===== config.mk =====
export PLATFORM = sky130hd
export DESIGN_NAME = thread_context_status_bank
export DESIGN_NICKNAME = d
export VERILOG_FILES = /design/src/thread_context_status_pkg.sv /design/src/thread_context_status_bank.sv /design/src/thread_status_word.sv
export VERILOG_INCLUDE_DIRS = /design/src
export SDC_FILE = /design/constraint.sdc
export NUM_CORES = 1
export LEC_CHECK = 0
export BUFFER_PORTS_ARGS = -buffer_cell sky130_fd_sc_hd__buf_2
export CAP_MARGIN = 20
export CORE_MARGIN = 3
export CORE_UTILIZATION = 57
export DETAILED_ROUTE_END_ITERATION = 8
export GPL_ROUTABILITY_DRIVEN = 0
export GPL_TIMING_DRIVEN = 1
export MAX_ROUTING_LAYER = met4
export PLACE_DENSITY = 0.82
export SETUP_SLACK_MARGIN = 0.02
export SKIP_CTS_REPAIR_TIMING = 1
export SYNTH_ARGS = -nofsm -noshare
export SYNTH_HDL_FRONTEND = slang
export SYNTH_HIERARCHICAL = 1
export SYNTH_SLANG_ARGS = --single-unit

===== constraint.sdc =====
create_clock -name i_clk -period 1.8 [get_ports i_clk]
set_input_delay 0.18 -clock i_clk [delete_from_list [all_inputs] [get_ports i_clk]]
set_output_delay 0.18 -clock i_clk [all_outputs]
set_load 0.01 [all_outputs]

===== src/thread_context_status_defines.svh =====
// bit positions, reset values and masks of the thread context status word
//
// What this block does
// - One status register per thread context, inside the system coprocessor.
// - Bits 31:28 coprocessor enables, mirrored with shared status; fork keeps them.
// - Bit 27 media-state enable, mirrored with shared status, resets 0, fork keeps.
// - Bit 26 floating-point register mode; fork copies it from forking thread.
// - Read-only bits 24:23 run state, reset 0: run, wait, thread_release_instr, gating.
// - Read-only bit 21 set on halt in delay slot; else cleared on halt/restart write.
// - Bit 20 dirty: set on retire and fork dispatch, reset 0, writable.
// - Retirement does not set dirty under exception level, error level or debug.
// - Bits 19:16 not implemented: writes ignored, reads zero.
// - Bit 15 dynamic allocation enable, reset 0; fork allocates only when set.
// - Bit 13 activated: set by fork, cleared by release; reset 1 only thread 0.
// - Bits 12:11 privilege mode, mirrored both ways with status; fork copies.
// - Bit 10 exempts thread from ordinary interrupts, not debug; reset 0.
// - Bits 7:0 space id mirrored with entry-high; zero without translation buffer.
// - Bits 25, 22, 14, 9:8 reserved: written zero, read zero.
`ifndef THREAD_CONTEXT_STATUS_DEFINES_SVH
`define THREAD_CONTEXT_STATUS_DEFINES_SVH

`define TCS_COPROC_HI 31
`define TCS_COPROC_LO 28
`define TCS_MEDIA_BIT 27
`define TCS_FR_BIT 26
`define TCS_RUN_HI 24
`define TCS_RUN_LO 23
`define TCS_DSLOT_BIT 21
`define TCS_DIRTY_BIT 20
`define TCS_IMPL_HI 19
`define TCS_IMPL_LO 16
`define TCS_ALLOC_BIT 15
`define TCS_ACT_BIT 13
`define TCS_PRIV_HI 12
`define TCS_PRIV_LO 11
`define TCS_EXEMPT_BIT 10
`define TCS_ASID_HI 7
`define TCS_ASID_LO 0

`define TCS_RSVD_MASK 32'h0240_4300

`define TCS_COPROC_RST 4'h0
`define TCS_MEDIA_RST 1'h0
`define TCS_FR_RST 1'h0
`define TCS_RUN_RST 2'h0
`define TCS_DSLOT_RST 1'h0
`define TCS_DIRTY_RST 1'h0
`define TCS_ALLOC_RST 1'h0
`define TCS_ACT_RST_T0 1'h1
`define TCS_ACT_RST_OTHER 1'h0
`define TCS_PRIV_RST 2'h0
`define TCS_EXEMPT_RST 1'h0
`define TCS_ASID_RST 8'h00

`endif


===== src/thread_context_status_pkg.sv =====
// types shared by the thread context status files
package thread_context_status_pkg;

  typedef enum logic [1:0] {
    RUN_ACTIVE,
    RUN_WAIT,
    RUN_THREAD_RELEASE_INSTR,
    RUN_GATING
  } run_state_t;

  typedef struct packed {
    logic [3:0] thread_coproc_usable;
    logic thread_media_enable;
    logic thread_fpr_mode;
    run_state_t run_state;
    logic halted_in_delay_slot;
    logic dirty_flag;
    logic dynamic_alloc_enable;
    logic activated;
    logic [1:0] thread_privilege_mode;
    logic interrupt_exempt;
    logic [7:0] thread_space_id;
  } ctx_fields_t;

endpackage : thread_context_status_pkg


===== src/thread_context_status_bank.sv =====
// per-thread context status registers with shared-register mirrors
`timescale 1ns/1ns
`include "thread_context_status_defines.svh"

module thread_context_status_bank #(
  parameter int NUM_THREADS = 4,
  parameter bit HAS_TLB = 1'b1,
  localparam int TW = (NUM_THREADS > 1) ? $clog2(NUM_THREADS) : 1
) (
  input wire logic i_clk,
  input wire logic i_rst,
  input wire logic i_ce,
  // system-coprocessor move into a thread's status word
  input wire logic i_sw_wr,
  input wire logic [TW-1:0] i_sw_tc,
  input wire logic [31:0] i_sw_wdata,
  // system-coprocessor or cross-thread read
  input wire logic i_sw_rd,
  input wire logic [TW-1:0] i_sw_rd_tc,
  output logic [31:0] o_rd_data,
  output logic o_rd_valid,
  // thread that references the shared status and entry-high registers
  input wire logic [TW-1:0] i_cur_tc,
  input wire logic i_status_wr,
  input wire logic [3:0] i_status_coproc_usable_bits,
  input wire logic i_status_media_enable_bit,
  input wire logic [1:0] i_status_privilege_field,
  input wire logic i_entry_high_wr,
  input wire logic [7:0] i_entry_high_asid,
  output logic [3:0] o_status_coproc_usable_bits,
  output logic o_status_media_enable_bit,
  output logic [1:0] o_status_privilege_field,
  output logic [7:0] o_entry_high_asid,
  // pipeline events
  input wire logic [NUM_THREADS-1:0] i_retire,
  input wire logic i_exception_level_bit,
  input wire logic i_error_level_bit,
  input wire logic i_debug_mode,
  input wire logic [NUM_THREADS-1:0] i_halt,
  input wire logic [NUM_THREADS-1:0] i_halt_in_ds,
  input wire logic [NUM_THREADS-1:0] i_restart_wr,
  input wire logic [2*NUM_THREADS-1:0] i_run_state,
  // scheduler: allocation and release
  input wire logic i_fork,
  input wire logic [TW-1:0] i_fork_src,
  input wire logic [TW-1:0] i_fork_dst,
  output logic o_fork_ok,
  input wire logic [NUM_THREADS-1:0] i_thread_release_instr_dealloc,
  // per-thread control levels
  output logic [NUM_THREADS-1:0] o_dyn_alloc_en,
  output logic [NUM_THREADS-1:0] o_activated,
  output logic [NUM_THREADS-1:0] o_intr_exempt,
  output logic [NUM_THREADS-1:0] o_fpr_mode,
  output logic [NUM_THREADS-1:0] o_media_en,
  output logic [NUM_THREADS-1:0] o_dirty
);

  typedef struct packed {
    thread_context_status_pkg::ctx_fields_t [NUM_THREADS-1:0] ctx;
    logic [31:0] rd_data;
    logic rd_valid;
  } state_t;

  state_t state_q;
  state_t state_d;
  logic [NUM_THREADS-1:0][31:0] words;
  logic fork_go;

  // decode of a written word; used for the direct move only
  function automatic thread_context_status_pkg::ctx_fields_t unpack_word(
    input thread_context_status_pkg::ctx_fields_t old,
    input logic [31:0] w
  );
    thread_context_status_pkg::ctx_fields_t f;
    f = old;
    f.thread_coproc_usable = w[`TCS_COPROC_HI:`TCS_COPROC_LO];
    f.thread_media_enable = w[`TCS_MEDIA_BIT];
    f.thread_fpr_mode = w[`TCS_FR_BIT];
    f.dirty_flag = w[`TCS_DIRTY_BIT];
    f.dynamic_alloc_enable = w[`TCS_ALLOC_BIT];
    f.activated = w[`TCS_ACT_BIT];
    f.thread_privilege_mode = w[`TCS_PRIV_HI:`TCS_PRIV_LO];
    f.interrupt_exempt = w[`TCS_EXEMPT_BIT];
    if (HAS_TLB) begin
      f.thread_space_id = w[`TCS_ASID_HI:`TCS_ASID_LO];
    end
    return f;
  endfunction : unpack_word

  // one packed view per thread context
  for (genvar g = 0; g < NUM_THREADS; g++) begin : g_word
    thread_status_word #(
      .HAS_TLB(HAS_TLB)
    ) u_word (
      .i_fields(state_q.ctx[g]),
      .o_word(words[g])
    );
    assign o_dyn_alloc_en[g] = state_q.ctx[g].dynamic_alloc_enable;
    assign o_activated[g] = state_q.ctx[g].activated;
    assign o_intr_exempt[g] = state_q.ctx[g].interrupt_exempt;
    assign o_fpr_mode[g] = state_q.ctx[g].thread_fpr_mode;
    assign o_media_en[g] = state_q.ctx[g].thread_media_enable;
    assign o_dirty[g] = state_q.ctx[g].dirty_flag;
  end

  // fork is refused unless the target allows dynamic allocation
  assign fork_go = i_fork && state_q.ctx[i_fork_dst].dynamic_alloc_enable;
  assign o_fork_ok = fork_go;

  // shared-register views of the referencing thread
  assign o_status_coproc_usable_bits =
    state_q.ctx[i_cur_tc].thread_coproc_usable;
  assign o_status_media_enable_bit = state_q.ctx[i_cur_tc].thread_media_enable;
  assign o_status_privilege_field =
    state_q.ctx[i_cur_tc].thread_privilege_mode;
  assign o_entry_high_asid = HAS_TLB ? state_q.ctx[i_cur_tc].thread_space_id
                                     : 8'h00;

  assign o_rd_data = state_q.rd_data;
  assign o_rd_valid = state_q.rd_valid;

  always_comb begin
    thread_context_status_pkg::ctx_fields_t f;
    thread_context_status_pkg::ctx_fields_t src;
    logic retire_counts;
    state_d = state_q;
    f = state_q.ctx[0];
    src = state_q.ctx[i_fork_src];
    // exception, error level or debug keeps retirement from dirtying
    retire_counts = !(i_exception_level_bit || i_error_level_bit ||
                      i_debug_mode);
    for (int t = 0; t < NUM_THREADS; t++) begin
      f = state_q.ctx[t];
      // software move first, so hardware events below take priority
      if (i_sw_wr && i_sw_tc == TW'(t)) begin
        f = unpack_word(f, i_sw_wdata);
      end
      // writes through the shared registers land in the same bits
      if (i_status_wr && i_cur_tc == TW'(t)) begin
        f.thread_coproc_usable = i_status_coproc_usable_bits;
        f.thread_media_enable = i_status_media_enable_bit;
        f.thread_privilege_mode = i_status_privilege_field;
      end
      if (HAS_TLB && i_entry_high_wr && i_cur_tc == TW'(t)) begin
        f.thread_space_id = i_entry_high_asid;
      end
      // run state is owned by the scheduler, software cannot write it
      f.run_state = thread_context_status_pkg::run_state_t'(
        i_run_state[2*t +: 2]);
      // restart write clears, a halt in the same cycle wins
      if (i_restart_wr[t]) begin
        f.halted_in_delay_slot = 1'b0;
      end
      if (i_halt[t]) begin
        f.halted_in_delay_slot = i_halt_in_ds[t];
      end
      if (i_thread_release_instr_dealloc[t]) begin
        f.activated = 1'b0;
      end
      if (i_retire[t] && retire_counts) begin
        f.dirty_flag = 1'b1;
      end
      if (fork_go && i_fork_dst == TW'(t)) begin
        // coprocessor, media and exemption bits are left as they were
        f.thread_fpr_mode = src.thread_fpr_mode;
        f.thread_privilege_mode = src.thread_privilege_mode;
        if (HAS_TLB) begin
          f.thread_space_id = src.thread_space_id;
        end
        f.dirty_flag = 1'b1;
        f.activated = 1'b1;
      end
      state_d.ctx[t] = f;
    end
    state_d.rd_valid = i_sw_rd;
    if (i_sw_rd) begin
      state_d.rd_data = words[i_sw_rd_tc];
    end
  end

  // undefined-at-reset fields are cleared anyway so simulation stays known
  always_ff @(posedge i_clk) begin
    if (i_rst) begin
      for (int t = 0; t < NUM_THREADS; t++) begin
        state_q.ctx[t].thread_coproc_usable <= `TCS_COPROC_RST;
        state_q.ctx[t].thread_media_enable <= `TCS_MEDIA_RST;
        state_q.ctx[t].thread_fpr_mode <= `TCS_FR_RST;
        state_q.ctx[t].run_state <= thread_context_status_pkg::run_state_t'(
          `TCS_RUN_RST);
        state_q.ctx[t].halted_in_delay_slot <= `TCS_DSLOT_RST;
        state_q.ctx[t].dirty_flag <= `TCS_DIRTY_RST;
        state_q.ctx[t].dynamic_alloc_enable <= `TCS_ALLOC_RST;
        state_q.ctx[t].activated <= (t == 0) ? `TCS_ACT_RST_T0
                                             : `TCS_ACT_RST_OTHER;
        state_q.ctx[t].thread_privilege_mode <= `TCS_PRIV_RST;
        state_q.ctx[t].interrupt_exempt <= `TCS_EXEMPT_RST;
        state_q.ctx[t].thread_space_id <= `TCS_ASID_RST;
      end
      state_q.rd_data <= 32'h0000_0000;
      state_q.rd_valid <= 1'b0;
    end else if (i_ce) begin
      state_q <= state_d;
    end
  end

endmodule : thread_context_status_bank


===== src/thread_status_word.sv =====
// packs one thread's fields into the 32-bit status word
`timescale 1ns/1ns
`include "thread_context_status_defines.svh"

module thread_status_word #(
  parameter bit HAS_TLB = 1'b1
) (
  input wire thread_context_status_pkg::ctx_fields_t i_fields,
  output logic [31:0] o_word
);

  always_comb begin
    o_word = 32'h0000_0000;
    o_word[`TCS_COPROC_HI:`TCS_COPROC_LO] = i_fields.thread_coproc_usable;
    o_word[`TCS_MEDIA_BIT] = i_fields.thread_media_enable;
    o_word[`TCS_FR_BIT] = i_fields.thread_fpr_mode;
    o_word[`TCS_RUN_HI:`TCS_RUN_LO] = i_fields.run_state;
    o_word[`TCS_DSLOT_BIT] = i_fields.halted_in_delay_slot;
    o_word[`TCS_DIRTY_BIT] = i_fields.dirty_flag;
    // implementation bits are not built and stay zero
    o_word[`TCS_ALLOC_BIT] = i_fields.dynamic_alloc_enable;
    o_word[`TCS_ACT_BIT] = i_fields.activated;
    o_word[`TCS_PRIV_HI:`TCS_PRIV_LO] = i_fields.thread_privilege_mode;
    o_word[`TCS_EXEMPT_BIT] = i_fields.interrupt_exempt;
    if (HAS_TLB) begin
      o_word[`TCS_ASID_HI:`TCS_ASID_LO] = i_fields.thread_space_id;
    end
    o_word = o_word & ~`TCS_RSVD_MASK;
  end

endmodule : thread_status_word

==> impl_metrics.toml, run 1 <==
[cells_and_area]
final_common_cell = "buf_2"
area_delta_synth_final_pct = 6.86
finalNetCount = 1055
instances_no_fill = 1155
fillers = 1211
stdcell_area_um2 = 9240
seqCellArea_um2 = 2510
drive_above_1_share_pct = 35.0
multi_input_area_um2 = 4530
mostFrequentLayoutCells = "buf_2, dfxtp_1, nand2_1"
n_antenna_cell = 0
fin_util_pct = 62.9

[pwr]
p_sw_mw = 2.00
comb_power_share_pct = 14.3
clkPwrFrac_pct = 46.9
vdd_drop_max_mv = 0.611
seqPwrFrac_pct = 38.8
leakage_nw = 3.74
p_int_mw = 5.56
total_power_mw = 7.55
swShare_pct = 26.4
p_per_area_nw_per_um2 = 818

[worst_setup_path]
worstSetupStartpointType = "flip-flop"
crit_arrival_ns = 1.58
worstPathRequired_ns = 1.62
path_class = "flip-flop to output pin"
path_max_fanout = 4
end_kind = "output pin"

[floorplan]
dieWidth_um = 129
die_y_um = 129
dieArea_um2 = 16700
initial_core_util_pct = 58.8
boundaryPins = 169
core_area_um2 = 14700
rows = 44

[run_status]
status = "finished, violations left"
violations = "negative hold slack"

[global_route]
grt_max_degree = 51
grt_pass1_vias = 6982
grt_use_total_pct = 29.4
grt_pass1_wl_mm = 37.1
grt_antenna_before_repair = 0
overflow = 0

[detailed_routing]
vias = 7332
wl_per_cell_um = 20.6
drt_pass1_iterations = 5
drc = 0
vias_per_cell = 6.35
ant_nets = 0
drt_iter0_drc = 881
wirelength_mm = 23.8

[place]
dp_cells = 1123
postPlaceCellArea_um2 = 8610
place_worst_setup_slack_ns = 0.140
io_buffers = 156
hpwl_mm = 17.0

[cts]
cts_sinks = 125
clockBufferDepth = 2
clk_latency_ns = 0.42
numCtsBuffers = 17
htree_num_levels = 4
cts_tree = "done"
clk_pin_slew_ns = 0.06
cts_root_buf = "clkbuf_16"

[timing]
worst_pin_slew_ns = 0.748
rsz0062_at_grt = "true"
fin_setup_tns_ns = 0
min_period_over_period_pct = 98.1
final_max_slew_viol_count = 0
fin_hold_ws_ns = -0.000633
slew_headroom_pct = 50.0
setup_ws_ns = 0.0351
layout_min_cycle_time_ns = 1.76
skew_ns = 0.00790
hold_viol_final = 1
timing.fmax_mhz = 567
setup_viol = 0

[logic_synthesis]
async_flop_share_pct = 0
synth_top_flop_cell = "dfxtp_1"
synth.ff_latch_count = 125
synthDistinctLibCells = 58
synth.cell_area_um2 = 8650
yosysSeqAreaShare_pct = 28.9
post_synth.cell_area_avg_um2 = 9.18
yosysWarnings = 6
netlist_instances = 942
synth_enable_flop_cells = 0

[job]
max-cap-violations = 0

[worst_hold_path]
min_path_type = "input port to flip-flop"
layer usage:
| layer | vias up | track usage [%] | wire length [um] |
|---|---|---|---|
| li1 | 3286 | - | - |
| met1 | 3422 | 37.9 | 9420 |
| met2 | 532 | 43.5 | 10900 |
| met3 | 92 | 8.94 | 2650 |
| met4 | 0 | 11.7 | 809 |
| met5 | - | - | 0 |
power by group through the flow:
stage / logic (mW) / registers (mW) / clock network, mW
final: 1.08 / 2.93 / 3.54
after global routing: 1.16 / 2.94 / 3.69
after CTS: 1.06 / 2.93 / 3.56
after detailed placement: 1.05 / 2.99 / 0
after global placement: 1.03 / 2.98 / 0
after floorplan: 0.851 / 2.97 / 0
worst max-delay path, cell delays in order, from the launching register on:
cell	delay, ns
dfxtp_2	0.32
buf_6	0.12
mux4_2	0.45
and2_4	0.16
buf_6	0.11
path summary, 6_finish.rpt:
path / from / endpoint / slack [ns] / depth (start not counted)
worst min register to register: o_rd_data[3]$_SDFFE_PP0P_ / o_rd_data[3]$_SDFFE_PP0P_ / 0.45 / 2
worst max-delay path: o_dyn_alloc_en[3]$_SDFFE_PP0P_ / o_fork_ok / 0.04 / 4
worst max register to register: o_dyn_alloc_en[1]$_SDFFE_PP0P_ / state_q[62]$_SDFFE_PP0P_ / 0.09 / 4
worst min-delay path: i_run_state[3] / state_q[72]$_SDFFE_PP0P_ / -0.0006 / 3
logic make-up after synthesis:
group / after synthesis / share of synthesized area, %
simple gates: 255 / 15.2
compound gates: 233 / 19.4
buf+inv: 258 / 20.0
other cells: 4 / 0.174
mux: 67 / 16.3
flops: 125 / 28.9
synth_stat cells (7+ instances only):
cell type | number | area share, %
mux4_2 | 59 | 15
clkbuf_1 | 32 | 1.4
nand3b_1 | 7 | 0.61
o22ai_1 | 32 | 2.3
o21ai_0 | 12 | 0.69
nand2_1 | 90 | 3.9
o32ai_1 | 10 | 1.0
a221oi_1 | 20 | 2.0
a211oi_1 | 32 | 2.8
a21oi_1 | 65 | 3.8
nand2b_1 | 28 | 2.0
dfxtp_1 | 125 | 29
buf_4 | 187 | 16
a221o_1 | 9 | 1.0
nor2_1 | 74 | 3.2
buf_2 | 31 | 1.8
mux2i_1 | 8 | 0.93
a21o_1 | 8 | 0.69
nor3b_1 | 8 | 0.69
a32o_1 | 8 | 0.93
nand3_1 | 13 | 0.75
state kept, by name (all words and copies together), names as in the netlist:
register and cells:
o_rd_data 32, o_intr_exempt 4, state_q 68, o_media_en 4
o_dirty 4, o_activated 4, o_rd_valid 1, o_fpr_mode 4
o_dyn_alloc_en 4
cell type report:
cell class                      instances  share of cell area, %
Clock buffer                           18                   4.75
Clock inverter                         13                   1.83
Inverter                                2                 0.0813
Multi-Input combinational cell        591                   49.1
Sequential cell                       125                   27.1
Tap cell                              184                   2.49
Timing Repair Buffer                  222                   14.6
Note: power is estimated with default switching activity, not from simulation.
==> run 2, diff against run 1 <==
--- a/config.mk
+++ b/config.mk
@@ -9,12 +9,13 @@
 export BUFFER_PORTS_ARGS = -buffer_cell sky130_fd_sc_hd__buf_2
 export CAP_MARGIN = 20
 export CORE_MARGIN = 3
-export CORE_UTILIZATION = 57
+export CORE_UTILIZATION = 58
+export CTS_BUF_LIST = sky130_fd_sc_hd__clkbuf_2 sky130_fd_sc_hd__clkbuf_4 sky130_fd_sc_hd__clkbuf_8
 export DETAILED_ROUTE_END_ITERATION = 8
 export GPL_ROUTABILITY_DRIVEN = 0
 export GPL_TIMING_DRIVEN = 1
 export MAX_ROUTING_LAYER = met4
-export PLACE_DENSITY = 0.82
+export PLACE_DENSITY = 0.83
 export SETUP_SLACK_MARGIN = 0.02
 export SKIP_CTS_REPAIR_TIMING = 1
 export SYNTH_ARGS = -nofsm -noshare
==> impl_metrics.toml, run 2 (same netlist as run 1, synthesis figures left out) <==
[cts]
numCtsBuffers = 17
htree_num_levels = 4
cts_root_buf = "clkbuf_8"
clockBufferDepth = 2
clk_latency_ns = 0.46
cts_sinks = 125
clk_pin_slew_ns = 0.07
cts_tree = "done"

[pwr]
seqPwrFrac_pct = 46.0
vdd_drop_max_mv = 0.428
p_per_area_nw_per_um2 = 706
total_power_mw = 6.37
comb_power_share_pct = 17.1
swShare_pct = 27.8
p_sw_mw = 1.77
leakage_nw = 3.65
p_int_mw = 4.60
clkPwrFrac_pct = 37.0

[floorplan]
die_y_um = 128
boundaryPins = 169
dieArea_um2 = 16400
core_area_um2 = 14200
rows = 43
initial_core_util_pct = 60.9
dieWidth_um = 128

[worst_setup_path]
worstSetupStartpointType = "flip-flop"
worstPathRequired_ns = 1.62
path_max_fanout = 3
crit_path_top_delay_cell = "mux4_2"
crit_arrival_ns = 1.59
end_kind = "output pin"
reg2reg_slack_ns = 0.13
crit_chain = "buf_6, mux4_2, and2_1, buf_2"
max_stage_delay_ns = 0.43
path_class = "flip-flop to output pin"

[timing]
min_period_over_period_pct = 98.4
setup_viol = 0
layout_min_cycle_time_ns = 1.77
timing.fmax_mhz = 564
final_max_slew_viol_count = 0
rsz0062_at_grt = "true"
hold_viol_final = 3
skew_ns = 0.0120
slew_headroom_pct = 51.9
fin_hold_ws_ns = -0.0409
worst_pin_slew_ns = 0.718

[detailed_routing]
drt_iter0_drc = 923
vias = 7397
drt_pass1_iterations = 5
ant_nets = 0
vias_per_cell = 6.43
wirelength_mm = 23.7
wl_per_cell_um = 20.6
drc = 0

[cells_and_area]
seqCellArea_um2 = 2510
fin_util_pct = 63.5
fillers = 1172
finalNetCount = 1053
top_register = "state_q"
drive_above_1_share_pct = 34.2
mostFrequentLayoutCells = "buf_2, dfxtp_1, nand2_1"
stdcell_area_um2 = 9020
instances_no_fill = 1151
final_common_cell = "buf_2"
multi_input_area_um2 = 4540
largest_register_ff_count = 68
area_delta_synth_final_pct = 4.33

[global_route]
grt_pass1_wl_mm = 36.1
overflow = 0
grt_use_total_pct = 29.1
grt_max_degree = 58
grt_pass1_vias = 6981
grt_antenna_before_repair = 1

[job]
max-cap-violations = 0

[run_status]
status = "finished, violations left"
violations = "negative hold slack"

[worst_hold_path]
min_path_type = "input port to flip-flop"

[place]
io_buffers = 156
hpwl_mm = 16.7
postPlaceCellArea_um2 = 8580
dp_cells = 1113
## run 2: worst max-delay path: cells and delay by family, from the launching register on
kind          cells  cell delay [ns]
buf+inv           2             0.24
flops             1             0.32
mux               1             0.43
simple gates      1             0.14
## run 2: through the flow
stage	TNS (ns)	setup slack, ns
floorplan	0	0.287
global placement	0	0.134
detailed placement	0	0.115
CTS	-0.0401	-0.0401
global route	-0.0164	-0.0164
finish	0	0.0282
## run 2: routing by layer
metal,GRT usage [%],up-vias,wire [um]
li1,-,3290,-
met1,36.5,3485,8970
met2,43.3,524,11000
met3,8.46,98,2830
met4,13.7,0,910
met5,-,-,0
## run 2: path summary, 6_finish.rpt
path,end,start,cells past startpoint
hold reg to reg,o_rd_data[17]$_SDFFE_PP0P_,o_rd_data[17]$_SDFFE_PP0P_,2
setup / recovery,o_fork_ok,o_dyn_alloc_en[1]$_SDFFE_PP0P_,4
hold / removal,state_q[94]$_SDFFE_PP0P_,i_run_state[4],3
setup reg to reg,state_q[62]$_SDFFE_PP0P_,o_dyn_alloc_en[1]$_SDFFE_PP0P_,4
## run 2: final cells by class
class                   count  area share (%)
flip-flops and latches    125            27.8
diodes                      2          0.0555
inverters                   2          0.0832
clock buffers              24            3.38
repair buffers            220            15.2
multi-input cells         591            50.3
clock inverters             7           0.707
well taps                 180            2.50
## run 2: power by group through the flow
stage	Clock (mW)	Sequential (mW)	Combinational, mW
global route	2.49	2.94	1.16
global placement	0	2.98	1.03
detailed placement	0	2.99	1.05
finish	2.35	2.93	1.09
floorplan	0	2.97	0.851
CTS	2.37	2.92	1.05
